`src/design/hwr_pkg.sv`:
```
// hwr_pkg: constants and types for the halt/wake-up/reset sequencer.
// assumes a 100 MHz system clock and an 8-bit port A.
package hwr_pkg;
  localparam int unsigned CLK_MHZ          = 100;
  localparam int unsigned STARTUP_SYSTEM_CLOCK_PERIOD     = 1024;
  // counts are in system clock periods, one clock each
  localparam int unsigned STARTUP_CYCLES   = STARTUP_SYSTEM_CLOCK_PERIOD * (CLK_MHZ / CLK_MHZ);
  localparam int unsigned CNT_W            = 11;
  localparam logic [10:0] STARTUP_LAST     = 11'(STARTUP_CYCLES - 1);
  localparam int unsigned PORTA_W          = 8;
  localparam logic [7:0]  PORTA_WAKE_RST   = 8'hFF;
  localparam int unsigned WDT_W            = 8;
  localparam logic [7:0]  WDT_RST          = 8'h00;
  localparam int unsigned PRE_W            = 7;
  localparam logic [6:0]  PRE_RST          = 7'h00;
  localparam logic [2:0]  WDT_SEL_RST      = 3'h7;
  localparam int unsigned PC_W             = 16;
  localparam logic [15:0] PC_RST           = 16'h0000;
  localparam int unsigned SP_W             = 3;
  localparam logic [2:0]  SP_TOP           = 3'h0;
  localparam logic [7:0]  PORT_DIR_INPUT   = 8'hFF;

  typedef enum logic [2:0] {
    HWR_ST_STARTUP = 3'b000,
    HWR_ST_RUN     = 3'b001,
    HWR_ST_HALT    = 3'b011,
    HWR_ST_DUMMY   = 3'b010,
    HWR_ST_INTDLY  = 3'b110
  } hwr_state_type;

  typedef enum logic [1:0] {
    HWR_RS_NONE    = 2'h0,
    HWR_RS_NEXT    = 2'h1,
    HWR_RS_INT     = 2'h2,
    HWR_RS_WARM    = 2'h3
  } hwr_resume_type;
endpackage : hwr_pkg

```
`src/design/hwr_wdt_if.sv`:
```
// hwr_wdt_if: signals between the sequencer and its watchdog counter.
// assumes both ends share the system clock.
`timescale 1ns/1ps
interface hwr_wdt_if;
  logic       clear;
  logic [2:0] sel;
  logic       enable;
  logic       overflow;
  modport ctrl (output clear, output sel, output enable, input overflow);
  modport cnt  (input clear, input sel, input enable, output overflow);
endinterface : hwr_wdt_if

```
`src/design/hwr_wdt.sv`:
```
// hwr_wdt: watchdog prescaler and counter, one overflow pulse per wrap.
// assumes i_tick is a synchronous one-cycle count enable.
`timescale 1ns/1ps
module hwr_wdt (
  input  wire logic       i_mclk,
  input  wire logic       i_arst_n,
  input  wire logic       i_tick,
  hwr_wdt_if.cnt          wdt
);
  logic [hwr_pkg::PRE_W-1:0] pre_reg;
  logic [hwr_pkg::WDT_W-1:0] cnt_reg;
  logic                      ovf_reg;
  logic                      pre_done;

  // prescaler tap chosen by sel: ratio 1:2^sel
  always_comb begin
    pre_done = 1'b1;
    if (wdt.sel != 3'h0) begin
      pre_done = &pre_reg[wdt.sel - 3'h1 -: 1] & (pre_reg & ((7'h01 << wdt.sel) - 7'h01)) ==
                 ((7'h01 << wdt.sel) - 7'h01);
    end
  end

  always_ff @(posedge i_mclk or negedge i_arst_n) begin
    if (!i_arst_n) begin
      pre_reg <= hwr_pkg::PRE_RST;
      cnt_reg <= hwr_pkg::WDT_RST;
      ovf_reg <= 1'b0;
    end else begin
      ovf_reg <= 1'b0;
      if (wdt.clear || !wdt.enable) begin
        pre_reg <= hwr_pkg::PRE_RST;
        cnt_reg <= hwr_pkg::WDT_RST;
      end else if (i_tick) begin
        pre_reg <= pre_done ? hwr_pkg::PRE_RST : pre_reg + 7'h01;
        if (pre_done) begin
          cnt_reg <= cnt_reg + 8'h01;
          ovf_reg <= &cnt_reg;
        end
      end
    end
  end

  assign wdt.overflow = ovf_reg;
endmodule : hwr_wdt

```
`src/design/hwr_sync.sv`:
```
// hwr_sync: two-flop synchroniser for a vector of pin levels.
// assumes inputs are asynchronous to i_mclk.
`timescale 1ns/1ps
module hwr_sync #(
  parameter int unsigned W = 8
) (
  input  wire logic         i_mclk,
  input  wire logic         i_arst_n,
  input  wire logic [W-1:0] i_async,
  output logic      [W-1:0] o_sync
);
  logic [W-1:0] meta_reg;
  logic [W-1:0] sync_reg;
  // pins idle high, so reset to high avoids a false falling edge
  always_ff @(posedge i_mclk or negedge i_arst_n) begin
    if (!i_arst_n) begin
      meta_reg <= '1;
      sync_reg <= '1;
    end else begin
      meta_reg <= i_async;
      sync_reg <= meta_reg;
    end
  end
  assign o_sync = sync_reg;
endmodule : hwr_sync

```
`src/design/hwr_seq.sv`:
```
// hwr_seq: halt entry, wake-up, start-up delay and reset-cause flags.
// assumes the core pulses halt/clear-watchdog for one cycle and stalls while o_stall is high.
`timescale 1ns/1ps
module hwr_seq #(
  parameter logic [7:0] PORTA_WAKE_EN = hwr_pkg::PORTA_WAKE_RST
) (
  input  wire logic       i_mclk,
  input  wire logic       i_arst_n,
  input  wire logic       i_power_on,
  input  wire logic       i_external_reset_pin_n,
  input  wire logic       i_halt_instr,
  input  wire logic       i_watchdog_clear_instr,
  input  wire logic [7:0] i_int_req,
  input  wire logic [7:0] i_int_en,
  input  wire logic       i_int_master_en,
  input  wire logic       i_stack_full,
  input  wire logic [7:0] i_porta,
  input  wire logic       i_wdt_osc_sel,
  input  wire logic       i_wdt_osc_tick,
  input  wire logic       i_wdt_enable,
  input  wire logic [2:0] i_wdt_sel,
  output logic            o_sys_clk_en,
  output logic            o_stall,
  output logic            o_chip_reset,
  output logic            o_warm_reset,
  output logic            o_int_ack_en,
  output logic            o_hold_state,
  output logic [15:0]     o_pc_reset_val,
  output logic [2:0]      o_stack_pointer_reset_val,
  output logic [7:0]      o_port_dir_reset_val,
  output logic            o_timeout_cause_flag,
  output logic            o_powerdown_cause_flag
);
  hwr_wdt_if wdt_bus ();

  hwr_pkg::hwr_state_type  state_reg;
  hwr_pkg::hwr_resume_type resume_reg;
  logic [hwr_pkg::CNT_W-1:0] startup_delay_timer_reg;
  logic [7:0] porta_s;
  logic [0:0] rst_pin_s;
  logic [7:0] porta_prev_reg;
  logic [7:0] int_mask_reg;
  logic       timeout_cause_flag_reg;
  logic       powerdown_cause_flag_reg;
  logic       sys_clk_en_reg;
  logic       stall_reg;
  logic       chip_reset_reg;
  logic       warm_reset_reg;
  logic       int_ack_en_reg;
  logic       hold_reg;
  logic       wdt_clear_reg;
  logic       rst_pin_prev_reg;
  logic       rst_fall;
  logic       porta_wake;
  logic       int_wake;
  logic       int_serve;
  logic       wdt_tick;
  logic       halt_take;
  logic [15:0] pc_reset_val_reg;
  logic [2:0]  sp_reset_val_reg;
  logic [7:0]  dir_reset_val_reg;

  // halt counts only in run; power-up or a low reset pin on the same edge overrides it
  function automatic logic halt_accepted(input hwr_pkg::hwr_state_type st, input logic halt,
                                         input logic pwr, input logic pin_n);
    return st == hwr_pkg::HWR_ST_RUN && halt && !pwr && pin_n;
  endfunction : halt_accepted

  hwr_sync #(.W(8)) u_porta_sync (
    .i_mclk   (i_mclk),
    .i_arst_n (i_arst_n),
    .i_async  (i_porta),
    .o_sync   (porta_s)
  );

  hwr_sync #(.W(1)) u_rst_sync (
    .i_mclk   (i_mclk),
    .i_arst_n (i_arst_n),
    .i_async  (i_external_reset_pin_n),
    .o_sync   (rst_pin_s)
  );

  // watchdog counts i_wdt_osc_tick outside halt; in halt only while i_wdt_osc_sel selects its own oscillator
  assign wdt_tick = (state_reg == hwr_pkg::HWR_ST_HALT) ? i_wdt_osc_sel && i_wdt_osc_tick : i_wdt_osc_tick;

  hwr_wdt u_wdt (
    .i_mclk   (i_mclk),
    .i_arst_n (i_arst_n),
    .i_tick   (wdt_tick),
    .wdt      (wdt_bus.cnt)
  );

  assign wdt_bus.clear  = wdt_clear_reg;
  assign wdt_bus.sel    = i_wdt_sel;
  assign wdt_bus.enable = i_wdt_enable;

  assign rst_fall   = rst_pin_prev_reg && !rst_pin_s[0];
  assign porta_wake = |(porta_prev_reg & ~porta_s & PORTA_WAKE_EN);
  assign int_wake   = |(i_int_req & ~int_mask_reg);
  assign int_serve  = |(i_int_req & ~int_mask_reg & i_int_en) && i_int_master_en && !i_stack_full;
  assign halt_take  = halt_accepted(state_reg, i_halt_instr, i_power_on, rst_pin_s[0]);

  // edge history resets to the idle-high pin level, so reset gives no false fall
  always_ff @(posedge i_mclk or negedge i_arst_n) begin
    if (!i_arst_n) begin
      porta_prev_reg <= hwr_pkg::PORTA_WAKE_RST;
    end else begin
      porta_prev_reg <= porta_s;
    end
  end

  always_ff @(posedge i_mclk or negedge i_arst_n) begin
    if (!i_arst_n) begin
      rst_pin_prev_reg <= 1'b1;
    end else begin
      rst_pin_prev_reg <= rst_pin_s[0];
    end
  end

  // pending requests at halt entry are masked out of the wake logic
  always_ff @(posedge i_mclk or negedge i_arst_n) begin
    if (!i_arst_n) begin
      int_mask_reg <= 8'h00;
    end else if (halt_take) begin
      int_mask_reg <= i_int_req;
    end else if (state_reg == hwr_pkg::HWR_ST_RUN) begin
      int_mask_reg <= 8'h00;
    end
  end

  // main sequence; external reset is treated as a synchronous event
  always_ff @(posedge i_mclk or negedge i_arst_n) begin
    if (!i_arst_n) begin
      state_reg               <= hwr_pkg::HWR_ST_STARTUP;
      resume_reg              <= hwr_pkg::HWR_RS_NONE;
      startup_delay_timer_reg <= '0;
    end else if (i_power_on) begin
      state_reg               <= hwr_pkg::HWR_ST_STARTUP;
      resume_reg              <= hwr_pkg::HWR_RS_NONE;
      startup_delay_timer_reg <= '0;
    end else if (!rst_pin_s[0]) begin
      // no start-up delay after the reset pin
      state_reg               <= hwr_pkg::HWR_ST_RUN;
      resume_reg              <= hwr_pkg::HWR_RS_NONE;
      startup_delay_timer_reg <= '0;
    end else begin
      case (state_reg)
        hwr_pkg::HWR_ST_STARTUP: begin
          startup_delay_timer_reg <= startup_delay_timer_reg + 11'h001;
          if (startup_delay_timer_reg == hwr_pkg::STARTUP_LAST) begin
            state_reg <= hwr_pkg::HWR_ST_RUN;
          end
        end
        hwr_pkg::HWR_ST_RUN: begin
          if (halt_take) begin
            state_reg <= hwr_pkg::HWR_ST_HALT;
          end
        end
        hwr_pkg::HWR_ST_HALT: begin
          startup_delay_timer_reg <= '0;
          if (wdt_bus.overflow) begin
            state_reg  <= hwr_pkg::HWR_ST_DUMMY;
            resume_reg <= hwr_pkg::HWR_RS_WARM;
          end else if (int_wake) begin
            state_reg  <= hwr_pkg::HWR_ST_DUMMY;
            resume_reg <= int_serve ? hwr_pkg::HWR_RS_INT : hwr_pkg::HWR_RS_NEXT;
          end else if (porta_wake) begin
            state_reg  <= hwr_pkg::HWR_ST_DUMMY;
            resume_reg <= hwr_pkg::HWR_RS_NEXT;
          end
        end
        hwr_pkg::HWR_ST_DUMMY: begin
          startup_delay_timer_reg <= startup_delay_timer_reg + 11'h001;
          if (startup_delay_timer_reg == hwr_pkg::STARTUP_LAST) begin
            state_reg <= (resume_reg == hwr_pkg::HWR_RS_INT) ? hwr_pkg::HWR_ST_INTDLY : hwr_pkg::HWR_ST_RUN;
          end
        end
        hwr_pkg::HWR_ST_INTDLY: begin
          state_reg <= hwr_pkg::HWR_ST_RUN;
        end
        default: begin
          state_reg <= hwr_pkg::HWR_ST_STARTUP;
        end
      endcase
    end
  end

  // watchdog clear: reset pin low, clear instruction, halt entry, power-up, chip reset
  always_ff @(posedge i_mclk or negedge i_arst_n) begin
    if (!i_arst_n) begin
      wdt_clear_reg <= 1'b1;
    end else begin
      wdt_clear_reg <= i_power_on || !rst_pin_s[0] || i_watchdog_clear_instr || halt_take ||
                       chip_reset_reg;
    end
  end

  // timeout cause; a watchdog set wins over a halt-entry clear on the same edge
  always_ff @(posedge i_mclk or negedge i_arst_n) begin
    if (!i_arst_n) begin
      timeout_cause_flag_reg <= 1'b0;
    end else if (i_power_on) begin
      timeout_cause_flag_reg <= 1'b0;
    end else if (state_reg == hwr_pkg::HWR_ST_HALT && rst_fall) begin
      timeout_cause_flag_reg <= 1'b0;
    end else if (wdt_bus.overflow && state_reg != hwr_pkg::HWR_ST_STARTUP && rst_pin_s[0]) begin
      timeout_cause_flag_reg <= 1'b1;
    end else if (halt_take) begin
      timeout_cause_flag_reg <= 1'b0;
    end
  end

  // powerdown cause; kept apart so a watchdog event cannot block its clear
  always_ff @(posedge i_mclk or negedge i_arst_n) begin
    if (!i_arst_n) begin
      powerdown_cause_flag_reg <= 1'b0;
    end else if (i_power_on) begin
      powerdown_cause_flag_reg <= 1'b0;
    end else if (state_reg == hwr_pkg::HWR_ST_HALT && rst_fall) begin
      powerdown_cause_flag_reg <= 1'b1;
    end else if (halt_take) begin
      powerdown_cause_flag_reg <= 1'b1;
    end else if (state_reg == hwr_pkg::HWR_ST_RUN && i_watchdog_clear_instr) begin
      powerdown_cause_flag_reg <= 1'b0;
    end
  end

  // clock gated from the halt edge on; the sequencer keeps running for wake detection
  always_ff @(posedge i_mclk or negedge i_arst_n) begin
    if (!i_arst_n) begin
      sys_clk_en_reg <= 1'b1;
    end else begin
      sys_clk_en_reg <= !(state_reg == hwr_pkg::HWR_ST_HALT || halt_take);
    end
  end

  always_ff @(posedge i_mclk or negedge i_arst_n) begin
    if (!i_arst_n) begin
      hold_reg <= 1'b0;
    end else begin
      hold_reg <= state_reg == hwr_pkg::HWR_ST_HALT || halt_take;
    end
  end

  // stall on the halt edge too, so no fetch slips in behind the halt
  always_ff @(posedge i_mclk or negedge i_arst_n) begin
    if (!i_arst_n) begin
      stall_reg <= 1'b1;
    end else begin
      stall_reg <= state_reg != hwr_pkg::HWR_ST_RUN || halt_take;
    end
  end

  always_ff @(posedge i_mclk or negedge i_arst_n) begin
    if (!i_arst_n) begin
      chip_reset_reg <= 1'b1;
    end else begin
      chip_reset_reg <= i_power_on || !rst_pin_s[0] ||
                        (wdt_bus.overflow && state_reg == hwr_pkg::HWR_ST_RUN) ||
                        state_reg == hwr_pkg::HWR_ST_STARTUP;
    end
  end

  // warm reset only when no stronger reset lands on the same edge
  always_ff @(posedge i_mclk or negedge i_arst_n) begin
    if (!i_arst_n) begin
      warm_reset_reg <= 1'b0;
    end else begin
      warm_reset_reg <= state_reg == hwr_pkg::HWR_ST_HALT && wdt_bus.overflow &&
                        rst_pin_s[0] && !i_power_on;
    end
  end

  always_ff @(posedge i_mclk or negedge i_arst_n) begin
    if (!i_arst_n) begin
      int_ack_en_reg <= 1'b0;
    end else begin
      int_ack_en_reg <= state_reg == hwr_pkg::HWR_ST_INTDLY;
    end
  end

  // reset values for the core, kept in flops so every output is registered
  always_ff @(posedge i_mclk or negedge i_arst_n) begin
    if (!i_arst_n) begin
      pc_reset_val_reg  <= hwr_pkg::PC_RST;
      sp_reset_val_reg  <= hwr_pkg::SP_TOP;
      dir_reset_val_reg <= hwr_pkg::PORT_DIR_INPUT;
    end else begin
      pc_reset_val_reg  <= hwr_pkg::PC_RST;
      sp_reset_val_reg  <= hwr_pkg::SP_TOP;
      dir_reset_val_reg <= hwr_pkg::PORT_DIR_INPUT;
    end
  end

  assign o_sys_clk_en              = sys_clk_en_reg;
  assign o_stall                   = stall_reg;
  assign o_chip_reset              = chip_reset_reg;
  assign o_warm_reset              = warm_reset_reg;
  assign o_int_ack_en              = int_ack_en_reg;
  assign o_hold_state              = hold_reg;
  assign o_pc_reset_val            = pc_reset_val_reg;
  assign o_stack_pointer_reset_val = sp_reset_val_reg;
  assign o_port_dir_reset_val      = dir_reset_val_reg;
  assign o_timeout_cause_flag      = timeout_cause_flag_reg;
  assign o_powerdown_cause_flag    = powerdown_cause_flag_reg;
endmodule : hwr_seq

```
`config.mk`:
```
export PLATFORM = sky130hd
export DESIGN_NAME = hwr_seq
export DESIGN_NICKNAME = d
export VERILOG_FILES = /design/src/design/hwr_pkg.sv /design/src/design/hwr_wdt_if.sv /design/src/design/hwr_wdt.sv /design/src/design/hwr_sync.sv /design/src/design/hwr_seq.sv
export SDC_FILE = /design/constraint.sdc
export NUM_CORES = 1
export LEC_CHECK = 0
export BUFFER_PORTS_ARGS = -buffer_cell sky130_fd_sc_hd__buf_2
export CAP_MARGIN = 30
export CORE_MARGIN = 2
export CORE_UTILIZATION = 45
export CTS_CLUSTER_DIAMETER = 50
export DETAILED_ROUTE_END_ITERATION = 16
export HOLD_SLACK_MARGIN = 0.02
export PLACE_DENSITY = 0.67
export SLEW_MARGIN = 25
export SYNTH_ARGS = -nofsm -noshare
export SYNTH_HDL_FRONTEND = slang
export SYNTH_SLANG_ARGS = --single-unit
```
`constraint.sdc`:
```
create_clock -name i_mclk -period 4.8 [get_ports i_mclk]
set_input_delay 0.96 -clock i_mclk [delete_from_list [all_inputs] [get_ports i_mclk]]
set_output_delay 0.96 -clock i_mclk [all_outputs]
set_load 0.03 [all_outputs]
```
==> results by group, run 1 <==
Logic synthesis
  • Post-Synth Simple-Gate Area: 18.4%
  • Yosys top cell by area: dfrtp_1
  • Cell variety after synth: 60
  • Dominant synthesized flop cell: dfrtp_1
  • Cell count after synthesis: 368
  • YS warnings: 0
  • Synth Area in XOR/XNOR: 2.09%
  • Post-synth EDFFs: 0
  • Avg Cell Area, Syn: 10.2 µm²
  • Yosys top cell area share: 29.9%
  • Cell Area, Synth: 3760 µm²
  • Synth area leaders: dfrtp_1, dfstp_2, buf_4, nand2_1, ha_1
  • Post-synthesis adder-cell area fraction: 2.99%
  • Synth Area in Compound Gates: 15.0%
  • Post-synth ARST share: 100%
  • Seq/Total Area, Yosys: 51.5%
  • Main combinational cell family by area after synthesis: simple AND/OR/NAND/NOR gates
  • Synthesis-stage register bit count: 76
  • Mux cell area share after synthesis: 1.66%

Die
  • Row cnt: 33
  • DIE AREA: 9110 µm²
  • Die Wd: 95.5 µm
  • Die Y: 95.5 µm
  • Core ar.: 8180 µm²
  • Initial Util: 46.1%
  • IO Pins: 73

Cells and area
  • Util after Layout: 51.6%
  • Synth-to-Final Area Change: 12.0%
  • Post-route design area: 4220 µm²
  • Share of cells above drive strength 1: 24.8%
  • Final #Nets: 462
  • Largest register FFs: 11
  • Most frequent cells in the layout: buf_2, dfrtp_1, nand2_1, dfstp_2, conb_1
  • ANT cells: 0

Run
  • Max cap viols: 0

Timing
  • Final WS setup: 1120 ps
  • RSZ-0062 raised after global routing: no
  • Final hold vios: 0
  • Max-slew violations: 0
  • Slew of the pin with the lowest slew margin: 942 ps
  • Final setup fails: 0
  • Total Neg Setup Slack: 0 ps
  • Layout Skew: 11.7 ps
  • Fin crit share: 76.6%
  • Rel. slew slack: 36.7%
  • Clock period minus final worst setup slack: 3680 ps
  • Max Fclk: 0.272 GHz

Drt
  • Number of remaining DRC errors: 0
  • Via density: 5.31
  • Final ANT Viol Nets: 0
  • Vias: 2787
  • Starting DRT DRC Count: 158
  • First-pass iteration count of the detailed router: 4
  • Mean routed wirelength per cell: 13.8 µm
  • Final wirelength: 7230 µm

Global routing
  • Vias in the first global route: 2488
  • Pin count of the biggest net entering global routing: 41
  • Initial antenna violation count: 0
  • Gr usage total: 16.8%
  • First-pass GRT wire length: 11800 µm
  • Grt ovf: 0

Power
  • Leak: 1.94 nW
  • Tot Pwr: 1.38 mW
  • Maximum VDD drop: 0.225 mV
  • Pwr dens: 327 nW/µm²

Worst setup path
  • Crit Path Class: in2reg
  • Worst Setup End Kind: flop
  • Worst-path fanout max: 8
  • Required time worst endpoint: 5040 ps
  • Arrival time at the worst endpoint: 3910 ps
  • CP Launch Type: input pin

Place
  • HPWL after DPL: 5140 µm
  • # port buffers: 45
  • GPL Wtd Cong: 0.867
  • Placed cell area: 3980 µm²
  • Setup Slack @ Placement: 776 ps

Clock network
  • CTS Sinks: 76
  • H-tree depth reported by CTS: 3
  • Post-CTS Resized: 0
  • Post-CTS setup buffers: 0
  • Total CTS buffers: 9
  • Hold_buf cts: 0
  • CTS Buffer Depth: 2
  • CTS Root Cell: clkbuf_8
  • Worst-path clk slew: 80 ps
  • Skew-Pair Late Insertion Delay: 350 ps
  • CTS tree: built

Hold path
  • Hold Crit Class: reg2reg

Run status
  • Outcome: complete, no violations
## final cells by class
cell class | instances | area (µm²)
Sequential cell | 76 | 1940
Multi-Input combinational cell | 265 | 1610
Tap cell | 105 | 131
Clock inverter | 5 | 61.3
Fill cell | 744 | 3960
Clock buffer | 11 | 174
Timing Repair Buffer | 46 | 233
Inverter | 17 | 63.8
## critical path: stages
cell and delay [ps]:
buf_2 130, inv_1 120, ha_1 320, and2b_2 220, inv_1 80, ha_1 260
or4b_2 240, o221a_2 190, o211ai_2 90, o41ai_1 830, a41oi_1 220, a41o_1 240
## through the flow
stage / hold WS [ps] / instances
2_1_floorplan: 345 / 393
3_3_place_gp: 345 / 509
3_5_place_dp: 347 / 509
4_1_cts: 352 / 525
5_1_grt: 350 / 525
6_report: 351 / 525
## path summary, 6_finish.rpt
kind / start / endpoint / slack [ps] / depth (start not counted)
max: i_wdt_sel[0] / u_wdt.cnt_reg[5] / 1120 / 12
min: u_porta_sync.meta_reg[5] / u_porta_sync.o_sync[5] / 350 / 0
max reg2reg: u_rst_sync.o_sync / state_reg[0] / 2380 / 5
min reg2reg: u_porta_sync.meta_reg[5] / u_porta_sync.o_sync[5] / 350 / 0
max in group asynchronous: i_arst_n / o_sys_clk_en / 3080 / 2
min in group asynchronous: i_arst_n / int_mask_reg[2] / 700 / 1
## routing by layer
layer | wire [µm] | track usage (%)
met5 | 0 | 0
met4 | 82 | 5.12
met3 | 336 | 4.58
met2 | 3510 | 26.8
met1 | 3290 | 22.4
## where the power goes
group          switching, mW  internal (mW)  total [mW]
Clock                  0.244          0.307       0.551
Sequential            0.0129          0.672       0.685
Combinational          0.101         0.0438       0.145
Total                  0.358           1.02        1.38
## synth_stat cells (all sizes together), types with 9 or more instances
master  instances
dfrtp          45
nor2b          12
inv            17
a22o            9
o21ai          23
a21oi          10
nor3           17
buf            29
dfstp          31
nor2           22
nand2          36
ha              9
## kinds of logic after synthesis
group,after synthesis
simple gates,135
compound gates,80
flops,76
buf+inv,52
fa+ha+maj,9
xor+xnor,9
mux,5
other cells,2
(Power assumes the default switching activity.)
==> run 2: changes to the inputs <==
Settings changed: ABC_AREA set to 1, PLACE_DENSITY 0.67 to 0.69.
Clock period 4.8 ns to 3.3 ns, I/O delays scaled along.
==> results by group, run 2 <==
Run status
  • Outcome: complete, no violations (unchanged)

Cells and area
  • Most frequent cells in the layout: nand2_1, inv_1, buf_2, dfrtp_1, nand3_1 (was buf_2, dfrtp_1, nand2_1, dfstp_2, conb_1)
  • Largest register FFs: 11 (unchanged)
  • Final #Nets: 559 (was 462)
  • Share of cells above drive strength 1: 22.4% (was 24.8%)
  • Synth-to-Final Area Change: 11.3% (was 12.0%)
  • Util after Layout: 50.9% (was 51.6%)
  • Commonest non-fill, non-tap cell in the layout: nand2_1
  • ANT cells: 0 (unchanged)

Worst setup path
  • Arrival time at the worst endpoint: 2550 ps (was 3910 ps)
  • CP Launch Type: input pin (unchanged)
  • Crit Path Class: in2reg (unchanged)
  • Worst Setup End Kind: flop (unchanged)
  • Required time worst endpoint: 3520 ps (was 5040 ps)
  • Worst-path fanout max: 9 (was 8)

Logic synthesis
  • Cell variety after synth: 38 (was 60)
  • Synthesis-stage register bit count: 76 (unchanged)
  • Synth Area in XOR/XNOR: 3.14% (was 2.09%)
  • Post-synth EDFFs: 0 (unchanged)
  • Dominant synthesized flop cell: dfrtp_1 (unchanged)
  • Synth Area in Compound Gates: 7.23% (was 15.0%)
  • Synth area leaders: dfrtp_1, dfstp_2, nand2_1, inv_1, buf_4 (was dfrtp_1, dfstp_2, buf_4, nand2_1, ha_1)
  • Post-synth ARST share: 100% (unchanged)
  • Post-synthesis adder-cell area fraction: 2.88% (was 2.99%)
  • Mux cell area share after synthesis: 0% (was 1.66%)
  • Yosys top cell area share: 28.8% (was 29.9%)
  • Avg Cell Area, Syn: 8.52 µm² (was 10.2 µm²)
  • Leading cell types by count after synthesis: nand2_1, inv_1, dfrtp_1 (was dfrtp_1, nand2_1, dfstp_2)
  • Main combinational cell family by area after synthesis: simple AND/OR/NAND/NOR gates (unchanged)
  • Yosys top cell by area: dfrtp_1 (unchanged)
  • Cell Area, Synth: 3910 µm² (was 3760 µm²)
  • Cell with the most instances after synthesis: nand2_1 (was dfrtp_1)
  • Cell count after synthesis: 459 (was 368)
  • Post-Synth Simple-Gate Area: 24.7% (was 18.4%)
  • YS warnings: 0 (unchanged)
  • Seq/Total Area, Yosys: 49.6% (was 51.5%)

Timing
  • Final hold vios: 0 (unchanged)
  • RSZ-0062 raised after global routing: no (unchanged)
  • Max Fclk: 0.430 GHz
  • Max-slew violations: 0 (unchanged)
  • Final setup fails: 0 (unchanged)
  • Rel. slew slack: 53.5% (was 36.7%)
  • Total Neg Setup Slack: 0 ps (unchanged)
  • Fin crit share: 70.5%
  • Final WS setup: 972 ps (was 1120 ps)
  • Slew of the pin with the lowest slew margin: 697 ps (was 942 ps)
  • Clock period minus final worst setup slack: 2330 ps
  • Layout Skew: 10.7 ps (was 11.7 ps)
  • Hold Slack: 358 ps (was 351 ps)

Global routing
  • Grt ovf: 0 (unchanged)
  • Vias in the first global route: 2892 (was 2488)
  • Pin count of the biggest net entering global routing: 48 (was 41)
  • Initial antenna violation count: 0 (unchanged)
  • First-pass GRT wire length: 12900 µm (was 11800 µm)
  • Gr usage total: 16.3% (was 16.8%)

Clock network
  • Hold_buf cts: 0 (unchanged)
  • Worst-path clk slew: 80 ps (about the same)
  • CTS Buffer Depth: 2 (unchanged)
  • CTS tree: built (unchanged)
  • H-tree depth reported by CTS: 3 (unchanged)
  • Skew-Pair Late Insertion Delay: 340 ps (was 350 ps)
  • CTS Root Cell: clkbuf_8 (unchanged)
  • Post-CTS setup buffers: 0 (unchanged)
  • Total CTS buffers: 9 (unchanged)
  • CTS Sinks: 76 (unchanged)
  • Post-CTS Resized: 0 (unchanged)

Die
  • Core ar.: 8550 µm² (was 8180 µm²)
  • Initial Util: 45.7% (was 46.1%)
  • DIE AREA: 9450 µm² (was 9110 µm²)
  • Die Wd: 97.2 µm (was 95.5 µm)
  • Die Y: 97.2 µm (was 95.5 µm)
  • IO Pins: 73 (unchanged)
  • Row cnt: 34 (was 33)

Run
  • Max cap viols: 0 (unchanged)

Drt
  • Via density: 4.89 (was 5.31)
  • M1 WL: 3320 µm (was 3290 µm)
  • WL met3: 331 µm (was 336 µm)
  • First-pass iteration count of the detailed router: 5 (was 4)
  • Final wirelength: 7310 µm (was 7230 µm)
  • Met2 routed WL: 3580 µm (was 3510 µm)
  • Vias: 3057 (was 2787)
  • Top Layer Used: met4 (unchanged)
  • Mean routed wirelength per cell: 11.7 µm (was 13.8 µm)
  • Starting DRT DRC Count: 236 (was 158)
  • Final ANT Viol Nets: 0 (unchanged)
  • Number of remaining DRC errors: 0 (unchanged)

Place
  • # port buffers: 45 (unchanged)
  • GPL Wtd Cong: 0.925 (was 0.867)
  • HPWL after DPL: 5580 µm (was 5140 µm)
  • Setup Slack @ Placement: 623 ps (was 776 ps)

Power
  • Maximum VDD drop: 0.442 mV (was 0.225 mV)
  • Leak: 2.17 nW (was 1.94 nW)
  • Pwr dens: 428 nW/µm² (was 327 nW/µm²)

Hold path
  • Hold Crit Class: reg2reg (unchanged)
[run 2: cell families after synthesis]
group           Yosys count
fa+ha+maj                 9
other cells               2
buf+inv                  99
simple gates            210
flops                    76
xor+xnor                 14
compound gates           49
[run 2: worst paths after layout]
| kind | cells after the start | to | startpoint | slack [ps] |
|---|---|---|---|---|
| min in group asynchronous | 1 | startup_delay_timer_reg[5] | i_arst_n | 370 |
| worst max-delay path | 15 | u_wdt.pre_reg[6] | i_wdt_sel[0] | 970 |
| max in group asynchronous | 2 | porta_prev_reg[0] | i_arst_n | 2220 |
| worst min-delay path | 0 | u_porta_sync.o_sync[1] | u_porta_sync.meta_reg[1] | 360 |
| worst min register to register | 0 | u_porta_sync.o_sync[1] | u_porta_sync.meta_reg[1] | 360 |
| worst max register to register | 8 | u_wdt.pre_reg[5] | state_reg[2] | 1360 |
[run 2: layout make-up]
| cell class | count | area, µm² |
|---|---|---|
| fill | 799 | 4200 |
| sequential | 76 | 1940 |
| multi-input combinational | 309 | 1590 |
| inverter | 69 | 262 |
| timing repair buffer | 47 | 253 |
| tap | 108 | 135 |
| clock buffer | 10 | 128 |
| clock inverter | 6 | 46.3 |
[run 2: power breakdown]
| part | internal [mW] | leakage, nW | switching, mW |
|---|---|---|---|
| clock network | 0.282 | 0.0920 | 0.342 |
| logic | 0.0677 | 1.13 | 0.173 |
| registers | 0.983 | 0.948 | 0.0172 |
[run 2: worst max-delay path: stages]
cell and delay [ps]:
buf_2 140, inv_1 150, ha_1 280, nand2_2 140, ha_1 270, inv_1 90
nand2_1 60, nand3_1 70, nand3_1 80, nor2_1 110, nand3_2 110, nand3_4 110
nand2_4 110, inv_4 130, nor2_2 40
[run 2: metal layers]
| metal | global-route usage (%) | vias to the layer above |
|---|---|---|
| met1 | 21.3 | 1441 |
| met3 | 3.88 | 10 |
| met4 | 5.56 | 0 |
| met5 | 0 | - |
| met2 | 26.9 | 73 |
| li1 | - | 1533 |
[run 2: through the flow]
stage	power (mW)	cell area, µm²	instances
global route	1.97	4350	625
finish	1.86	4350	625
floorplan	1.20	4000	484
CTS	1.89	4350	625
detailed placement	1.26	4180	609
global placement	1.25	4180	609
==> run 3: changes to the inputs <==
Settings changed: ABC_AREA 1 to 0, PLACE_DENSITY 0.69 to 0.7.
Clock period 3.3 ns to 2.11 ns, I/O delays scaled along.
==> results by group, run 3 (synthesis gave the netlist of run 1 again) <==
Run status
  • Outcome: complete, but fails checks (was complete, no violations)
  • Failing checks: negative setup slack

Die
  • Die Wd: 95.5 µm (was 97.2 µm)
  • DIE AREA: 9110 µm² (was 9450 µm²)
  • Core ar.: 8180 µm² (was 8550 µm²)
  • Row cnt: 33 (was 34)
  • Die Y: 95.5 µm (was 97.2 µm)
  • Initial Util: 46.1% (was 45.7%)
  • IO Pins: 73 (unchanged)

Clock network
  • CTS Buffer Depth: 2 (unchanged)
  • Total CTS buffers: 9 (unchanged)
  • Skew-Pair Late Insertion Delay: 350 ps (was 340 ps)
  • CTS Sinks: 76 (unchanged)
  • CTS Root Cell: clkbuf_8 (unchanged)
  • Hold_buf cts: 0 (unchanged)
  • H-tree depth reported by CTS: 3 (unchanged)
  • Worst-path clk slew: 90 ps (was 80 ps)
  • CTS tree: built (unchanged)

Timing
  • Rel. slew slack: 58.8% (was 53.5%)
  • Final WS setup: -310 ps (was 972 ps)
  • RSZ-0062 raised after global routing: yes (was no)
  • Slew of the pin with the lowest slew margin: 619 ps (was 697 ps)
  • Layout Skew: 13.4 ps (was 10.7 ps)
  • Max-slew violations: 0 (unchanged)
  • Final setup fails: 15 (was 0)
  • Max Fclk: 0.413 GHz
  • Total Neg Setup Slack: -3440 ps (was 0 ps)
  • Clock period minus final worst setup slack: 2420 ps
  • Hold Slack: 80.5 ps (was 358 ps)
  • Final hold vios: 0 (unchanged)
  • Fin crit share: 115%

Place
  • # port buffers: 45 (unchanged)
  • HPWL after DPL: 5370 µm (was 5580 µm)
  • GPL Wtd Cong: 0.804 (was 0.925)
  • Placed insts: 538 (was 609)
  • Placed cell area: 4260 µm² (was 4180 µm²)

Drt
  • Starting DRT DRC Count: 139 (was 236)
  • Vias: 2912 (was 3057)
  • Mean routed wirelength per cell: 13.9 µm (was 11.7 µm)
  • Via density: 5.19 (was 4.89)
  • Final ANT Viol Nets: 0 (unchanged)
  • First-pass iteration count of the detailed router: 4 (was 5)
  • Final wirelength: 7790 µm (was 7310 µm)
  • Number of remaining DRC errors: 0 (unchanged)

Worst setup path
  • CP Launch Type: input pin (unchanged)
  • Arrival time at the worst endpoint: 2700 ps (was 2550 ps)
  • Crit Path Class: in2reg (unchanged)
  • Required time worst endpoint: 2390 ps (was 3520 ps)
  • Worst Setup End Kind: flop (unchanged)
  • Worst-path fanout max: 6 (was 9)

Cells and area
  • Synth-to-Final Area Change: 25.1% (was 11.3%)
  • Commonest non-fill, non-tap cell in the layout: dfrtp_1 (was nand2_1)
  • Final #Nets: 498 (was 559)
  • Post-route design area: 4710 µm² (was 4350 µm²)
  • ANT cells: 0 (unchanged)
  • Largest register FFs: 11 (unchanged)
  • Finished Layout Cells: 561 (was 625)
  • Most frequent cells in the layout: dfrtp_1, buf_2, nand2_1, buf_4, dfstp_2 (was nand2_1, inv_1, buf_2, dfrtp_1, nand3_1)
  • Share of cells above drive strength 1: 37.1% (was 22.4%)
  • Fillers: 716 (was 799)
  • Util after Layout: 57.6% (was 50.9%)

Global routing
  • GRT Max-Usage Layer: met2 (unchanged)
  • Grt ovf: 0 (unchanged)
  • Pin count of the biggest net entering global routing: 77 (was 48)
  • First-pass GRT wire length: 12800 µm (was 12900 µm)
  • Initial antenna violation count: 0 (unchanged)
  • Gr usage total: 18.2% (was 16.3%)
  • M1 GR Usage: 23.6% (was 21.3%)
  • Vias in the first global route: 2729 (was 2892)
  • Met2 usage in global routing: 29.7% (was 26.9%)
  • M3 GR Usage: 4.82% (was 3.88%)

Power
  • Leak: 2.15 nW (was 2.17 nW)
  • Maximum VDD drop: 0.634 mV (was 0.442 mV)
  • Pwr dens: 642 nW/µm² (was 428 nW/µm²)

Run
  • Max cap viols: 0 (unchanged)

Hold path
  • Hold Crit Class: in2async (was reg2reg)
-- run 3: critical path, cell delays in order --
cell	delay [ps]
buf_8	100
clkinvlp_4	90
ha_4	130
and2b_2	160
inv_2	50
ha_4	170
or4b_4	210
o221a_4	180
o211ai_4	70
o41a_4	520
or4_4	430
mux2i_1	170
-- run 3: cell type report --
| type | instances | area, µm² | area share (%) |
|---|---|---|---|
| clock buffer | 9 | 124 | 2.63 |
| multi-input combinational | 265 | 1840 | 39.0 |
| sequential | 76 | 1940 | 41.2 |
| clock inverter | 7 | 63.8 | 1.36 |
| timing repair buffer | 82 | 539 | 11.5 |
| inverter | 17 | 71.3 | 1.51 |
| tap | 105 | 131 | 2.79 |
-- run 3: power by group --
| part | switching (mW) | internal [mW] |
|---|---|---|
| clock | 0.595 | 0.456 |
| combinational | 0.265 | 0.154 |
| sequential | 0.0249 | 1.53 |
| total | 0.885 | 2.14 |
-- run 3: stage by stage --
stage,total power [mW],setup slack [ps]
2_1_floorplan,1.85,-581
3_3_place_gp,1.95,-674
3_5_place_dp,1.96,-795
4_1_cts,3.05,-272
5_1_grt,3.16,-385
6_report,3.02,-310
-- run 3: timing repair --
action                     4_1_cts  5_1_grt
pin swaps                        9        5
setup endpoints to repair       15       17
gates cloned                     0        0
resized for setup               24       16
hold endpoints to repair         0        0
setup buffers                    8        2
-- run 3: path summary, 6_finish.rpt --
check,startpoint,end,slack [ps],cells past startpoint
max in group asynchronous,i_arst_n,u_porta_sync.meta_reg[7],1680,2
setup reg to reg,u_wdt.pre_reg[4],u_wdt.cnt_reg[6],-40,6
hold reg to reg,u_porta_sync.meta_reg[7],u_porta_sync.o_sync[7],350,0
setup / recovery,i_wdt_sel[1],u_wdt.cnt_reg[6],-310,12
hold / removal,i_arst_n,int_mask_reg[2],80,2
min in group i_mclk,i_porta[1],u_porta_sync.meta_reg[1],160,1
-- run 3: layer usage --
metal / vias to the layer above / part of all wire (%)
li1: 1421 / -
met1: 1433 / 45
met2: 50 / 50
met3: 8 / 3.3
met4: 0 / 0.90
met5: - / 0
